### src/calib_timer_params.svh
/*
 Constants of the calibrated interval timer: interval steps, reset values,
 measurement loop length and the event-count formula.
 Assumes it is included by bare name wherever a figure is needed.
*/
`ifndef CALIB_TIMER_PARAMS_SVH
`define CALIB_TIMER_PARAMS_SVH

`define CT_BASE_MS 100
`define CT_MAX_MS 500
`define CT_SEL_MAX 3'h5
`define CT_SEL_RESET 3'h1
`define CT_LOOP_CLKS 7
`define CT_PRE_LAST 3'h6
`define CT_BYTE_MSB 14
`define CT_BYTE_LSB 7
`define CT_CALC_OFFSET 9'h042
`define CT_CALC_THRESH 8'h1C
`define CT_EVENTS_MIN 8'h1B
`define CT_EVENTS_MAX 8'h24
`define CT_BASE_RESET 8'h00
`define CT_LED_RESET 1'b0

`endif

### src/calib_timer_pkg.sv
/*
 Types shared by the calibrated interval timer and its helpers.
 Assumes calib_timer_params.svh is on the include path.
*/
package calib_timer_pkg;
	typedef enum logic [1:0] {ST_COUNT, ST_MEASURE} timer_state_t;
	typedef logic [2:0] sel_t;
	typedef logic [7:0] events_t;
	typedef logic [15:0] meas_t;
endpackage

### src/meter_if.sv
/*
 Link between the timer controller and the period meter.
 Assumes both ends run on the same clock and reset.
*/
`timescale 1ns/1ps
interface meter_if;
	import calib_timer_pkg::*;
	logic start;
	logic stop;
	logic done;
	events_t events;
	meas_t count;
	modport ctrl(output start, output stop, input done, input events, input count);
	modport meter(input start, input stop, output done, output events, output count);
endinterface

### src/sync_edge.sv
/*
 Two-flop synchroniser followed by a rising-edge detector.
 Assumes d_async may change at any time relative to ref_clk.
*/
`timescale 1ns/1ps
module sync_edge (
	input wire logic ref_clk,
	input wire logic rst,
	input wire logic d_async,
	output logic pulse
);
	logic [2:0] sh_r;
	logic [2:0] sh_nxt;

	always_comb begin
		sh_nxt = {sh_r[1:0], d_async};
	end

	always_ff @(posedge ref_clk or posedge rst) begin
		if (rst) begin
			sh_r <= 3'h0;
		end else begin
			sh_r <= sh_nxt;
		end
	end

	// Edge taken from second and third stages only
	assign pulse = sh_r[1] & ~sh_r[2];
endmodule

### src/period_meter.sv
/*
 Measures one watchdog event period in loop units and converts it to the
 number of events per base period.
 Assumes start and stop are one-cycle pulses from the controller.
*/
`timescale 1ns/1ps
`include "calib_timer_params.svh"
module period_meter (
	input wire logic ref_clk,
	input wire logic rst,
	meter_if.meter m
);
	import calib_timer_pkg::*;

	function automatic events_t calc_events(input meas_t c);
		logic [8:0] diff;
		logic [7:0] v;
		diff = `CT_CALC_OFFSET - {1'b0, c[`CT_BYTE_MSB:`CT_BYTE_LSB]};
		v = diff[7:0];
		if (diff[8]) begin
			v = `CT_EVENTS_MIN;
		end else if (v < `CT_CALC_THRESH) begin
			v = v + 8'h01;
		end
		if (v < `CT_EVENTS_MIN) begin
			v = `CT_EVENTS_MIN;
		end else if (v > `CT_EVENTS_MAX) begin
			v = `CT_EVENTS_MAX;
		end
		return v;
	endfunction

	logic busy_r, busy_nxt;
	logic done_r, done_nxt;
	logic [2:0] pre_r, pre_nxt;
	meas_t cnt_r, cnt_nxt;
	events_t ev_r, ev_nxt;

	always_comb begin
		busy_nxt = busy_r;
		pre_nxt = pre_r;
		cnt_nxt = cnt_r;
		ev_nxt = ev_r;
		done_nxt = 1'b0;
		if (m.start) begin
			busy_nxt = 1'b1;
			pre_nxt = 3'h0;
			cnt_nxt = 16'h0000;
		end else if (busy_r && m.stop) begin
			busy_nxt = 1'b0;
			done_nxt = 1'b1;
			ev_nxt = calc_events(cnt_r);
		end else if (busy_r) begin
			if (pre_r == `CT_PRE_LAST) begin
				pre_nxt = 3'h0;
				if (cnt_r != 16'hFFFF) begin
					cnt_nxt = cnt_r + 16'h0001;
				end
			end else begin
				pre_nxt = pre_r + 3'h1;
			end
		end
	end

	always_ff @(posedge ref_clk or posedge rst) begin
		if (rst) begin
			busy_r <= 1'b0;
			done_r <= 1'b0;
			pre_r <= 3'h0;
			cnt_r <= 16'h0000;
			ev_r <= `CT_EVENTS_MIN;
		end else begin
			busy_r <= busy_nxt;
			done_r <= done_nxt;
			pre_r <= pre_nxt;
			cnt_r <= cnt_nxt;
			ev_r <= ev_nxt;
		end
	end

	assign m.done = done_r;
	assign m.events = ev_r;
	assign m.count = cnt_r;

	meas_step_a: assert property (@(posedge ref_clk) disable iff (rst)
		busy_r && !m.stop && !m.start && pre_r == `CT_PRE_LAST && cnt_r != 16'hFFFF
		|=> cnt_r == $past(cnt_r) + 16'h0001)
		else $error("measure count did not advance after seven clocks");
	ev_range_a: assert property (@(posedge ref_clk) disable iff (rst)
		m.done |-> (m.events >= 8'h1B && m.events <= 8'h24))
		else $error("event count out of range");
	ev_calc_a: assert property (@(posedge ref_clk) disable iff (rst)
		m.done |-> m.events == calc_events(m.count))
		else $error("event count does not match measured period");
endmodule

### src/calibrated_interval_timer.sv
/*
 Interval timer that toggles an LED every 100..500 ms, with a 100 ms base
 built from watchdog interval events and recalibrated by period measurement.
 Assumes watchdog_interval_event and selection_switch are asynchronous levels
 whose rising edges mark an event or a press.
*/
// Notes on behaviour
// - Selected interval runs 100 ms to 500 ms in 100 ms steps.
// - Base period counts watchdog events; the count per period is recalibrated.
// - LED output inverts each time the selected interval fully elapses.
// - Reset selects 100 ms; each press below 500 ms adds another 100 ms.
// - A press while at 500 ms wraps back to 100 ms.
// - Every press raises the key event and increments the press count.
// - Base counter reaching zero decrements the interval counter, or reloads it from the selection when it is at one.
// - Watchdog event with base counter at zero starts a calibration pass.
// - Calibration counts until the next watchdog event, holding at FFFF.
// - Measured period gives the event count loaded into the base counter.
// - Outside calibration each watchdog event with a nonzero base counter decrements it.
// - Clear watchdog counter in the same cycle the measurement starts; measure count advances every seven clocks.
// - Events equal 66 minus count bits 14..7, plus one below 28.
// - Events per base period stay within 27 through 36.
`timescale 1ns/1ps
`include "calib_timer_params.svh"
module calibrated_interval_timer #(
	parameter int PRESS_W = 8
) (
	input wire logic ref_clk,
	input wire logic rst,
	input wire logic watchdog_interval_event,
	input wire logic selection_switch,
	output logic led_drive,
	output logic key_press_event,
	output logic watchdog_counter_clear,
	output logic [PRESS_W-1:0] press_count,
	output calib_timer_pkg::sel_t interval_sel,
	output calib_timer_pkg::events_t base_count,
	output logic calibrating
);
	import calib_timer_pkg::*;

	logic wd_pulse;
	logic key_pulse;

	timer_state_t state_r, state_nxt;
	events_t base_r, base_nxt;
	sel_t ivl_r, ivl_nxt;
	sel_t sel_r, sel_nxt;
	logic led_r, led_nxt;
	logic [PRESS_W-1:0] press_r, press_nxt;
	logic clr_r, clr_nxt;
	logic key_r, key_nxt;

	meter_if mi();

	sync_edge u_wd_sync (
		.ref_clk(ref_clk),
		.rst(rst),
		.d_async(watchdog_interval_event),
		.pulse(wd_pulse)
	);

	sync_edge u_key_sync (
		.ref_clk(ref_clk),
		.rst(rst),
		.d_async(selection_switch),
		.pulse(key_pulse)
	);

	period_meter u_meter (
		.ref_clk(ref_clk),
		.rst(rst),
		.m(mi.meter)
	);

	// Selection and press bookkeeping
	always_comb begin
		sel_nxt = sel_r;
		press_nxt = press_r;
		key_nxt = 1'b0;
		if (key_pulse) begin
			key_nxt = 1'b1;
			press_nxt = press_r + PRESS_W'(1);
			if (sel_r == `CT_SEL_MAX) begin
				sel_nxt = `CT_SEL_RESET;
			end else begin
				sel_nxt = sel_r + 3'h1;
			end
		end
	end

	always_ff @(posedge ref_clk or posedge rst) begin
		if (rst) begin
			sel_r <= `CT_SEL_RESET;
			press_r <= '0;
			key_r <= 1'b0;
		end else begin
			sel_r <= sel_nxt;
			press_r <= press_nxt;
			key_r <= key_nxt;
		end
	end

	// Base counting, interval counting and calibration control
	always_comb begin
		state_nxt = state_r;
		base_nxt = base_r;
		ivl_nxt = ivl_r;
		led_nxt = led_r;
		clr_nxt = 1'b0;
		mi.start = 1'b0;
		mi.stop = 1'b0;
		unique case (state_r)
			ST_COUNT: begin
				if (wd_pulse) begin
					if (base_r == `CT_BASE_RESET) begin
						clr_nxt = 1'b1;
						mi.start = 1'b1;
						state_nxt = ST_MEASURE;
					end else begin
						base_nxt = base_r - 8'h01;
						if (base_r == 8'h01) begin
							if (ivl_r <= 3'h1) begin
								led_nxt = ~led_r;
								ivl_nxt = sel_r;
							end else begin
								ivl_nxt = ivl_r - 3'h1;
							end
						end
					end
				end
			end
			ST_MEASURE: begin
				mi.stop = wd_pulse;
				if (mi.done) begin
					base_nxt = mi.events;
					state_nxt = ST_COUNT;
				end
			end
		endcase
	end

	always_ff @(posedge ref_clk or posedge rst) begin
		if (rst) begin
			state_r <= ST_COUNT;
			base_r <= `CT_BASE_RESET;
			ivl_r <= `CT_SEL_RESET;
			led_r <= `CT_LED_RESET;
			clr_r <= 1'b0;
		end else begin
			state_r <= state_nxt;
			base_r <= base_nxt;
			ivl_r <= ivl_nxt;
			led_r <= led_nxt;
			clr_r <= clr_nxt;
		end
	end

	assign led_drive = led_r;
	assign key_press_event = key_r;
	assign watchdog_counter_clear = clr_r;
	assign press_count = press_r;
	assign interval_sel = sel_r;
	assign base_count = base_r;
	assign calibrating = (state_r == ST_MEASURE);

	// Checks
	sel_range_a: assert property (@(posedge ref_clk) disable iff (rst)
		sel_r >= 3'h1 && sel_r <= 3'h5)
		else $error("selection outside 100..500 ms");

	sel_step_a: assert property (@(posedge ref_clk) disable iff (rst)
		key_pulse && sel_r != 3'h5 |=> sel_r == $past(sel_r) + 3'h1)
		else $error("press did not add one step");

	sel_wrap_a: assert property (@(posedge ref_clk) disable iff (rst)
		key_pulse && sel_r == 3'h5 |=> sel_r == 3'h1)
		else $error("press at 500 ms did not wrap");

	press_seen_a: assert property (@(posedge ref_clk) disable iff (rst)
		key_pulse |=> key_press_event && press_count == $past(press_count) + PRESS_W'(1))
		else $error("press not counted or not signalled");

	led_cause_a: assert property (@(posedge ref_clk) disable iff (rst)
		led_drive != $past(led_drive) |-> $past(state_r == ST_COUNT && wd_pulse
		&& base_r == 8'h01 && ivl_r <= 3'h1))
		else $error("LED changed without interval expiry");

	led_toggle_a: assert property (@(posedge ref_clk) disable iff (rst)
		state_r == ST_COUNT && wd_pulse && base_r == 8'h01 && ivl_r <= 3'h1
		|=> led_drive == !$past(led_drive))
		else $error("LED did not invert at interval expiry");

	ivl_dec_a: assert property (@(posedge ref_clk) disable iff (rst)
		state_r == ST_COUNT && wd_pulse && base_r == 8'h01 && ivl_r > 3'h1
		|=> ivl_r == $past(ivl_r) - 3'h1)
		else $error("interval counter not decremented");

	ivl_reload_a: assert property (@(posedge ref_clk) disable iff (rst)
		state_r == ST_COUNT && wd_pulse && base_r == 8'h01 && ivl_r <= 3'h1
		|=> ivl_r == $past(sel_r))
		else $error("interval counter not reloaded");

	cal_start_a: assert property (@(posedge ref_clk) disable iff (rst)
		state_r == ST_COUNT && wd_pulse && base_r == 8'h00
		|=> calibrating && watchdog_counter_clear ##1 !watchdog_counter_clear)
		else $error("calibration not started on zero base count");

	base_dec_a: assert property (@(posedge ref_clk) disable iff (rst)
		state_r == ST_COUNT && wd_pulse && base_r != 8'h00
		|=> base_count == $past(base_count) - 8'h01 && !calibrating)
		else $error("base counter not decremented");

	base_hold_a: assert property (@(posedge ref_clk) disable iff (rst)
		calibrating && !mi.done |=> base_count == $past(base_count))
		else $error("base counter moved during measurement");

	base_load_a: assert property (@(posedge ref_clk) disable iff (rst)
		calibrating && mi.done |=> base_count == $past(mi.events) && !calibrating)
		else $error("base counter not loaded from measurement");

	cal_end_a: assert property (@(posedge ref_clk) disable iff (rst)
		calibrating && wd_pulse |-> ##[1:2] !calibrating)
		else $error("calibration did not end after the next event");

	sel_hold_a: assert property (@(posedge ref_clk) disable iff (rst)
		!key_pulse |=> $stable(sel_r))
		else $error("selection changed without a press");

	press_hold_a: assert property (@(posedge ref_clk) disable iff (rst)
		!key_pulse |=> !key_press_event && $stable(press_count))
		else $error("press count moved without a press");

	key_single_a: assert property (@(posedge ref_clk) disable iff (rst)
		key_press_event |=> !key_press_event)
		else $error("key event lasted more than one cycle");

	ivl_range_a: assert property (@(posedge ref_clk) disable iff (rst)
		ivl_r >= `CT_SEL_RESET && ivl_r <= `CT_SEL_MAX)
		else $error("interval counter outside one to five steps");

	ivl_hold_a: assert property (@(posedge ref_clk) disable iff (rst)
		!(state_r == ST_COUNT && wd_pulse && base_r == 8'h01) |=> $stable(ivl_r))
		else $error("interval counter moved inside a base period");

	ivl_calm_a: assert property (@(posedge ref_clk) disable iff (rst)
		calibrating |=> $stable(ivl_r))
		else $error("interval counter moved during measurement");

	led_calm_a: assert property (@(posedge ref_clk) disable iff (rst)
		calibrating |=> $stable(led_drive))
		else $error("LED changed during measurement");

	base_idle_a: assert property (@(posedge ref_clk) disable iff (rst)
		state_r == ST_COUNT && !wd_pulse |=> $stable(base_count))
		else $error("base counter moved without an event");

	event_single_a: assert property (@(posedge ref_clk) disable iff (rst)
		wd_pulse |=> !wd_pulse)
		else $error("one watchdog event taken twice");

	base_max_a: assert property (@(posedge ref_clk) disable iff (rst)
		base_count <= `CT_EVENTS_MAX)
		else $error("base counter above the largest event count");

	load_range_a: assert property (@(posedge ref_clk) disable iff (rst)
		calibrating && mi.done |=> base_count >= `CT_EVENTS_MIN)
		else $error("loaded event count below the smallest one");

	cal_entry_a: assert property (@(posedge ref_clk) disable iff (rst)
		$rose(calibrating) |-> $past(wd_pulse && base_r == 8'h00))
		else $error("calibration entered without a zero base count");

	count_stay_a: assert property (@(posedge ref_clk) disable iff (rst)
		state_r == ST_COUNT && !wd_pulse |=> !calibrating)
		else $error("calibration started without an event");

	meas_stay_a: assert property (@(posedge ref_clk) disable iff (rst)
		calibrating && !wd_pulse && !mi.done |=> calibrating)
		else $error("measurement ended before the next event");

	cal_stop_a: assert property (@(posedge ref_clk) disable iff (rst)
		calibrating && wd_pulse && !mi.done |=> mi.done)
		else $error("next event did not stop the measurement");

	clr_cause_a: assert property (@(posedge ref_clk) disable iff (rst)
		watchdog_counter_clear |-> calibrating && $past(wd_pulse && base_r == 8'h00))
		else $error("counter clear outside a calibration start");

	clr_single_a: assert property (@(posedge ref_clk) disable iff (rst)
		watchdog_counter_clear |=> !watchdog_counter_clear)
		else $error("counter clear longer than one cycle");

	led_toggle_c: cover property (@(posedge ref_clk) disable iff (rst)
		led_drive != $past(led_drive));
	sel_wrap_c: cover property (@(posedge ref_clk) disable iff (rst)
		key_pulse && sel_r == 3'h5);
	cal_done_c: cover property (@(posedge ref_clk) disable iff (rst)
		calibrating && mi.done);
	long_ivl_c: cover property (@(posedge ref_clk) disable iff (rst)
		sel_r == 3'h5 && ivl_r == 3'h1 && base_r == 8'h01 && wd_pulse);
	ivl_step_c: cover property (@(posedge ref_clk) disable iff (rst)
		state_r == ST_COUNT && wd_pulse && base_r == 8'h01 && ivl_r > 3'h1);
endmodule

### config.mk
export PLATFORM = sky130hd
export DESIGN_NAME = calibrated_interval_timer
export DESIGN_NICKNAME = d
export VERILOG_FILES = /design/src/calib_timer_pkg.sv /design/src/meter_if.sv /design/src/sync_edge.sv /design/src/period_meter.sv /design/src/calibrated_interval_timer.sv
export VERILOG_INCLUDE_DIRS = /design/src
export SDC_FILE = /design/constraint.sdc
export NUM_CORES = 1
export LEC_CHECK = 0
export ABC_AREA = 1
export BUFFER_PORTS_ARGS = -buffer_cell sky130_fd_sc_hd__buf_2
export CORE_MARGIN = 2
export CORE_UTILIZATION = 40
export CTS_CLUSTER_DIAMETER = 60
export DETAILED_ROUTE_END_ITERATION = 6
export PLACE_DENSITY = 0.56
export SYNTH_ARGS = -nofsm -noshare
export SYNTH_HDL_FRONTEND = slang
export SYNTH_SLANG_ARGS = --single-unit
### constraint.sdc
create_clock -name ref_clk -period 2.75 [get_ports ref_clk]
set_input_delay 0.1375 -clock ref_clk [delete_from_list [all_inputs] [get_ports ref_clk]]
set_output_delay 0.1375 -clock ref_clk [all_outputs]
set_load 0.1 [all_outputs]
Word level (Yosys, flattened, before mapping)
Cells that the tools add are included.
{"block": "totals", "reg_bits": 62, "input_bits": 4, "out_inout_bits": 23, "elab_cells": 92}
{"block": "classes", "addsub": 8, "n_lt_le_gt_ge": 4, "eq_ne": 10, "mux": 34, "n_bitwise": 7, "n_reduce_logical": 14}
{"operator": "$mux 16", "count": 5}
{"operator": "$mux 8", "count": 9}
{"operator": "$mux 3", "count": 6}
{"operator": "$add 16x1->16 const B", "count": 1}
{"operator": "$add 8x1->8 const B", "count": 2}
{"operator": "$lt 8x5->1 const B", "count": 2}
{"operator": "$ne 16x16->1 const B", "count": 1}
{"operator": "$pmux 8 s2", "count": 1}
{"operator": "$mux 1", "count": 9}
{"operator": "$sub 7x8->9 const A", "count": 1}
{"operator": "$eq 8x1->1 const B", "count": 1}
{"operator": "$gt 8x6->1 const B", "count": 1}
{"operator": "$logic_not 8->1", "count": 1}
{"operator": "$ne 2x2->1 const B", "count": 4}
{"operator": "$reduce_and 4->1", "count": 2}
{"operator": "$reduce_bool 2->1", "count": 4}
{"operator": "$sub 8x1->8 const B", "count": 1}
{"operator": "$add 3x1->3 const B", "count": 2}
{"operator": "$eq 3x3->1 const B", "count": 2}
{"operator": "$mux 2", "count": 3}
{"operator": "$reduce_and 3->1", "count": 2}
{"operator": "$not 1->1", "count": 5}
{"operator": "$reduce_and 5->1", "count": 1}
{"operator": "$pmux 2 s2", "count": 1}
{"operator": "other kinds (8)", "count": 10}

Longest topological paths before layout
{"block": "logic_depth", "word_depth": 9, "mapped_depth": 19, "depth_no_buf": 19}

Hierarchy
A second synthesis with hierarchy kept.
{"block": "hier_totals", "cells_unflattened": 453, "area_unflattened_um2": 3463.3}
{"module": "period_meter", "instances": 1, "cells_per_inst": 247, "area_per_inst_um2": 1779.2, "seq_area_each_um2": 730.7}
{"module": "calibrated_interval_timer", "instances": 1, "cells_per_inst": 194, "area_per_inst_um2": 1506.4, "seq_area_each_um2": 653.1}
{"module": "sync_edge", "instances": 2, "cells_per_inst": 6, "area_per_inst_um2": 88.8, "seq_area_each_um2": 75.1}

Least setup slack after synthesis
OpenSTA, ideal clock, no wires.
{"block": "synth_timing", "kind": "register -> register", "from": "reg base_r[0], in the netlist base_count[0]", "to": "reg base_r[1], in the netlist base_count[1]", "setup_time_ns": 0.084, "arrival_time_ns": 2.348, "required_time_ns": 2.666, "path_slack_ns": 0.318, "stages_incl_launch_ff": 13, "path_buffers": 1, "period_less_slack_ns": 2.432, "path_cell_list": "dfrtp_1 -> inv_1 -> ha_1 -> nand2_2 -> inv_2 -> nand2_2 -> inv_1 -> nor2_1 -> inv_1 -> nand2_1 -> clkbuf_1 -> o211ai_1 -> o21ai_0"}
{"block": "synth_via", "elab_chain_len": 4, "word_cells_on_any_way": 7, "classes_between": "1 x add/sub; 1 x eq/ne; 3 x mux; 2 x reduce/logical"}
{"element": "start: declaration", "line_no": "calibrated_interval_timer.sv:45", "source": "events_t base_r, base_nxt;"}
{"element": "start signal: assignment", "line_no": "calibrated_interval_timer.sv:145", "source": "base_r <= `CT_BASE_RESET;"}
{"element": "start signal: assignment", "line_no": "calibrated_interval_timer.sv:151", "source": "base_r <= base_nxt;"}
{"element": "$sub 8x1->8", "line_no": "calibrated_interval_timer.sv:120", "source": "base_nxt = base_r - 8'h01;"}
{"element": "$mux 8", "line_no": "calibrated_interval_timer.sv:115", "source": "if (base_r == `CT_BASE_RESET) begin"}
{"element": "$mux 8", "line_no": "calibrated_interval_timer.sv:114", "source": "if (wd_pulse) begin"}
{"element": "$pmux 8 s2", "line_no": "calibrated_interval_timer.sv:112", "source": "unique case (state_r)"}
Several ways; a longest one is shown, not always the timed one. The select of a mux whose other input is x is not followed.
A chain may end at the register's enable or synchronous reset.

Worst setup path after layout
{"block": "layout_timing", "from": "reg state_r[0]", "to": "reg u_meter.cnt_r[8], in the netlist u_meter.m.count[8]"}
{"block": "layout_via", "word_cells_on_any_way": 11, "classes_between": "2 x eq/ne; 3 x mux; 6 x reduce/logical"}
{"element": "start: declaration", "line_no": "calibrated_interval_timer.sv:44", "source": "timer_state_t state_r, state_nxt;"}
{"element": "start signal: assignment", "line_no": "calibrated_interval_timer.sv:150", "source": "state_r <= state_nxt;"}
{"element": "$logic_not 2->1 (*)"}
{"element": "$mux 1 (*)"}
{"element": "net clr_nxt", "line_no": "calibrated_interval_timer.sv:50", "source": "logic clr_r, clr_nxt;"}
{"element": "$ne 2x2->1 (no line) or $reduce_bool 2->1 (tied branches)"}
{"element": "$reduce_and 4->1 (no line)"}
{"element": "end signal: assignment", "line_no": "period_meter.sv:76", "source": "cnt_r <= cnt_nxt;"}
{"element": "end: declaration", "line_no": "period_meter.sv:36", "source": "meas_t cnt_r, cnt_nxt;"}
Mark *: on every way through the listed nets, which the timed path passes. The rest lies on a longest branch.

==> impl_summary.txt <==
----------------------------------------------------
[Setup path]
  Critical path fanouts, max ... 17
  WS Path Type ... reg2reg
  Arrival time reported for the critical path endpoint ... 2.62 ns
  FF-to-FF path depth ... 10
  Capture instance of the worst register-to-register path ... u_meter.m.count[8]$_DFFE_PP0P_
  Worst reg-to-reg setup slack ... 0.34 ns
  CP required ... 2.96 ns
  FF-to-FF Start ... state_r[0]$_DFFE_PP0P_
  Critical Path Source Type ... register
  Worst Setup End Kind ... register

[STA]
  Sum of negative setup slack ... 0 ns
  Worst slew pin tran ... 0.508 ns
  Clock Skews ... 0.0133 ns
  Shortest period the worst path allows ... 2.41 ns
  Peak Freq ... 414 MHz
  Setup slack after layout ... 0.336 ns
  Normalized max-slew margin ... 66.2%
  Unrepaired setup endpoints after global routing ... false
  Share of the clock period used by the worst path ... 87.8%
  Final Hold Violating Endpoints ... 0
  Setup violation total in the final timing report ... 0
  Number of pins exceeding their max-slew limit in the final report ... 0

[Synthesis]
  Post-synthesis cell count ... 401
  Post-synthesis sequential element count ... 61
  Net count after synthesis ... 415
  Top flip-flop cell by instance count after synthesis ... sky130_fd_sc_hd__dfrtp_1
  Leading post-synthesis cells by instance count ... sky130_fd_sc_hd__nand2_1 (91), sky130_fd_sc_hd__dfrtp_1 (55), sky130_fd_sc_hd__inv_1 (52)
  Post-synthesis cell area ... 0.00324 sq mm
  Count of flip-flops with a built-in enable after synthesis ... 0
  Seq/Total Area, Yosys ... 47.3%
  Fraction of registers with async set/reset ... 100%
  Post-synthesis cell type with the largest combined area ... sky130_fd_sc_hd__dfrtp_1
  Count of yosys warnings during synthesis ... 0
  Share of the synthesized area in the top cell type ... 42.4%
  Cell types with the largest area share after synthesis ... sky130_fd_sc_hd__dfrtp_1 (42%), sky130_fd_sc_hd__nand2_1 (11%), sky130_fd_sc_hd__inv_1 (6.0%)
  Synth Area per Inst ... 8.09 sq um
  Yosys cell types ... 36
  Most frequent cell after synthesis ... sky130_fd_sc_hd__nand2_1

[Min path]
  Worst hold path depth ... 0
  Worst hold path class ... reg2reg
  HP Start ... u_key_sync.sh_r[0]$_DFF_PP0_
  End point of the most critical hold path ... u_key_sync.sh_r[1]$_DFF_PP0_

[Floorplanning]
  Number of placement rows ... 32
  Chip height ... 94.1 um
  Horiz. Die Dim ... 94.1 um
  Core ar. ... 0.00781 sq mm
  Effective utilization at floorplan ... 41.6%
  Die Footprint ... 0.00885 sq mm
  Ports placed on the boundary ... 27

[Power and ir drop]
  IR drop worst, VDD ... 0.400 mV
  Static Leakage ... 1.89 nW
  Pwr dens ... 1020 mW/mm^2

[Placement]
  Worst-case setup slack after placement ... 0.351 ns
  Number of buffers inserted by port buffering ... 26
  HPWL reported at the end of detailed placement ... 4830 um
  RePlAce Congestion ... 0.793

[Clock tree]
  Bufs on Longest Clock Path ... 2
  Clk slew on worst S/H paths ... 0.06 ns
  Sinks on the clock net ... 61
  CTS tree ... built
  Root Buffer Master ... sky130_fd_sc_hd__clkbuf_8
  Clock insertion delay at the later pin of the skew report ... 0.33 ns
  Maximum level of the CTS H-tree ... 3
  TritonCTS Buffers ... 9

[Detailed routing]
  Count of antenna-violating nets left after detailed routing ... 0
  Detail-routed net length per standard cell ... 12.1 um
  First-iteration detailed-routing DRC count ... 109
  Drt first pass iters ... 5
  Via/cell ratio ... 4.80
  Count of vias placed by the detailed router ... 2611
  Total Routed Length ... 6560 um
  Drc violations ... 0

[Global route]
  Total GRT Usage ... 16.4%
  Pin count of the biggest net entering global routing ... 41
  Via count of the first global-routing pass ... 2531
  Number of antenna violations at the first check in global routing ... 0
  Global-route wire length before repair ... 11400 um
  Total global routing overflow ... 0

[Finish]
  Area growth, synth to finish ... 14.0%
  Fraction of layout cells with a size suffix above 1 ... 16.7%
  Number of nets in the layout ... 451
  Ant. Diodes ... 0

[Outcome]
  Outcome ... complete, no violations

[Flow run]
  Number of max-cap violations ... 0

----------------------------------------------------
area by class of cell:
type / instances / area, sq um
fill: 776 / 4110
clock inverter: 4 / 23.8
timing repair buffer: 31 / 175
sequential: 61 / 1530
tap: 102 / 128
inverter: 58 / 218
clock buffer: 12 / 155
multi-input combinational: 276 / 1460
sequential cells by signal, summed over array words and instances, names as in the netlist:
register / count
u_meter.m.events: 8
state_r: 1
u_meter.pre_r: 3
interval_sel: 3
u_meter.busy_r: 1
led_drive: 1
key_press_event: 1
watchdog_counter_clear: 1
u_key_sync.sh_r: 3
u_wd_sync.sh_r: 3
ivl_r: 3
base_count: 8
press_count: 8
u_meter.m.count: 16
u_meter.m.done: 1
logic make-up after synthesis:
| family | share of synthesized area (%) |
|---|---|
| AND/OR/NAND/NOR | 26.2 |
| AO/OA/AOI/OAI | 11.8 |
| buffers and inverters | 7.60 |
| flip-flops | 47.3 |
| XOR/XNOR | 3.24 |
| adder cells (fa/ha/maj) | 3.86 |
per-layer routing:
metal / track usage (%) / wire length (um) / share of wire, %
met1: 21.7 / 3130 / 48
met4: 5.07 / 68 / 1.0
met3: 5.14 / 226 / 3.4
met2: 25.6 / 3130 / 48
met5: 0 / 0 / 0
critical path, stage by stage (launching register included):
cell	delay (ns)
sky130_fd_sc_hd__dfrtp_1	0.50
sky130_fd_sc_hd__inv_1	0.34
sky130_fd_sc_hd__nand2_1	0.17
sky130_fd_sc_hd__nor2_4	0.24
sky130_fd_sc_hd__inv_2	0.18
sky130_fd_sc_hd__a31oi_2	0.21
sky130_fd_sc_hd__nand2_4	0.15
sky130_fd_sc_hd__nor2_2	0.17
sky130_fd_sc_hd__nand3_1	0.11
sky130_fd_sc_hd__o21ai_0	0.16
sky130_fd_sc_hd__a21oi_1	0.05
stage by stage:
step	hold WS, ns	power [mW]	area, sq um	util [%]	instances
floorplan	0.169	2.78	3240	-	401
global placement	0.189	3.05	3490	44.7	525
detailed placement	0.188	3.08	3490	44.7	525
CTS	0.350	3.81	3700	47.4	544
global route	0.368	4.03	3700	47.4	544
finish	0.349	3.77	3700	47.4	544
power by group:
part / internal [mW] / switching (mW)
Sequential: 1.12 / 0.211
Clock: 0.373 / 0.343
Combinational: 0.330 / 1.40
layout by cell type, fill, tap and decap left out, types with 2 or more instances in the layout:
cell | Yosys | layout
sky130_fd_sc_hd__nand2_1 | 91 | 91
sky130_fd_sc_hd__dfrtp_1 | 55 | 55
sky130_fd_sc_hd__inv_1 | 52 | 51
sky130_fd_sc_hd__nor2_1 | 34 | 34
sky130_fd_sc_hd__o21ai_0 | 31 | 31
sky130_fd_sc_hd__nand3_1 | 27 | 27
sky130_fd_sc_hd__buf_2 | 2 | 26
sky130_fd_sc_hd__a21oi_1 | 23 | 23
sky130_fd_sc_hd__nand4_1 | 11 | 11
sky130_fd_sc_hd__clkbuf_8 | 0 | 11
sky130_fd_sc_hd__ha_1 | 10 | 10
sky130_fd_sc_hd__xor2_1 | 8 | 8
sky130_fd_sc_hd__inv_2 | 5 | 6
sky130_fd_sc_hd__nand2_2 | 6 | 6
sky130_fd_sc_hd__dfstp_2 | 6 | 6
sky130_fd_sc_hd__xnor2_1 | 4 | 4
sky130_fd_sc_hd__nor2_2 | 4 | 4
sky130_fd_sc_hd__o211ai_1 | 3 | 3
sky130_fd_sc_hd__nor3_1 | 3 | 3
sky130_fd_sc_hd__o21a_1 | 3 | 3
sky130_fd_sc_hd__clkinv_2 | 0 | 3
sky130_fd_sc_hd__dlygate4sd3_1 | 0 | 3
sky130_fd_sc_hd__nor3_4 | 2 | 2
sky130_fd_sc_hd__a31oi_1 | 2 | 2
sky130_fd_sc_hd__nor2_4 | 2 | 2
sky130_fd_sc_hd__o21ai_1 | 2 | 2
sky130_fd_sc_hd__buf_4 | 1 | 2
how the worst max path moves through the flow:
stage                                    startpoint                             end  slack, ns  depth (start not counted)
after floorplan           base_count[0]$_DFFE_PP0P_       base_count[1]$_DFFE_PP0P_       0.32                         12
after global placement       state_r[0]$_DFFE_PP0P_  u_meter.m.count[6]$_DFFE_PP0P_       0.36                         10
after detailed placement     state_r[0]$_DFFE_PP0P_  u_meter.m.count[8]$_DFFE_PP0P_       0.35                         10
after CTS                    state_r[0]$_DFFE_PP0P_  u_meter.m.count[8]$_DFFE_PP0P_       0.32                         10
after global routing         state_r[0]$_DFFE_PP0P_  u_meter.m.count[8]$_DFFE_PP0P_       0.10                         10
final                        state_r[0]$_DFFE_PP0P_  u_meter.m.count[8]$_DFFE_PP0P_       0.34                         10
repair_timing:
| action | CTS | global route |
|---|---|---|
| gates resized for setup | 0 | 0 |
| endpoints found under the hold margin | 21 | 0 |
| buffers inserted | 0 | 0 |
| hold buffers | 3 | 0 |
Note: power is estimated with default switching activity, not from simulation.
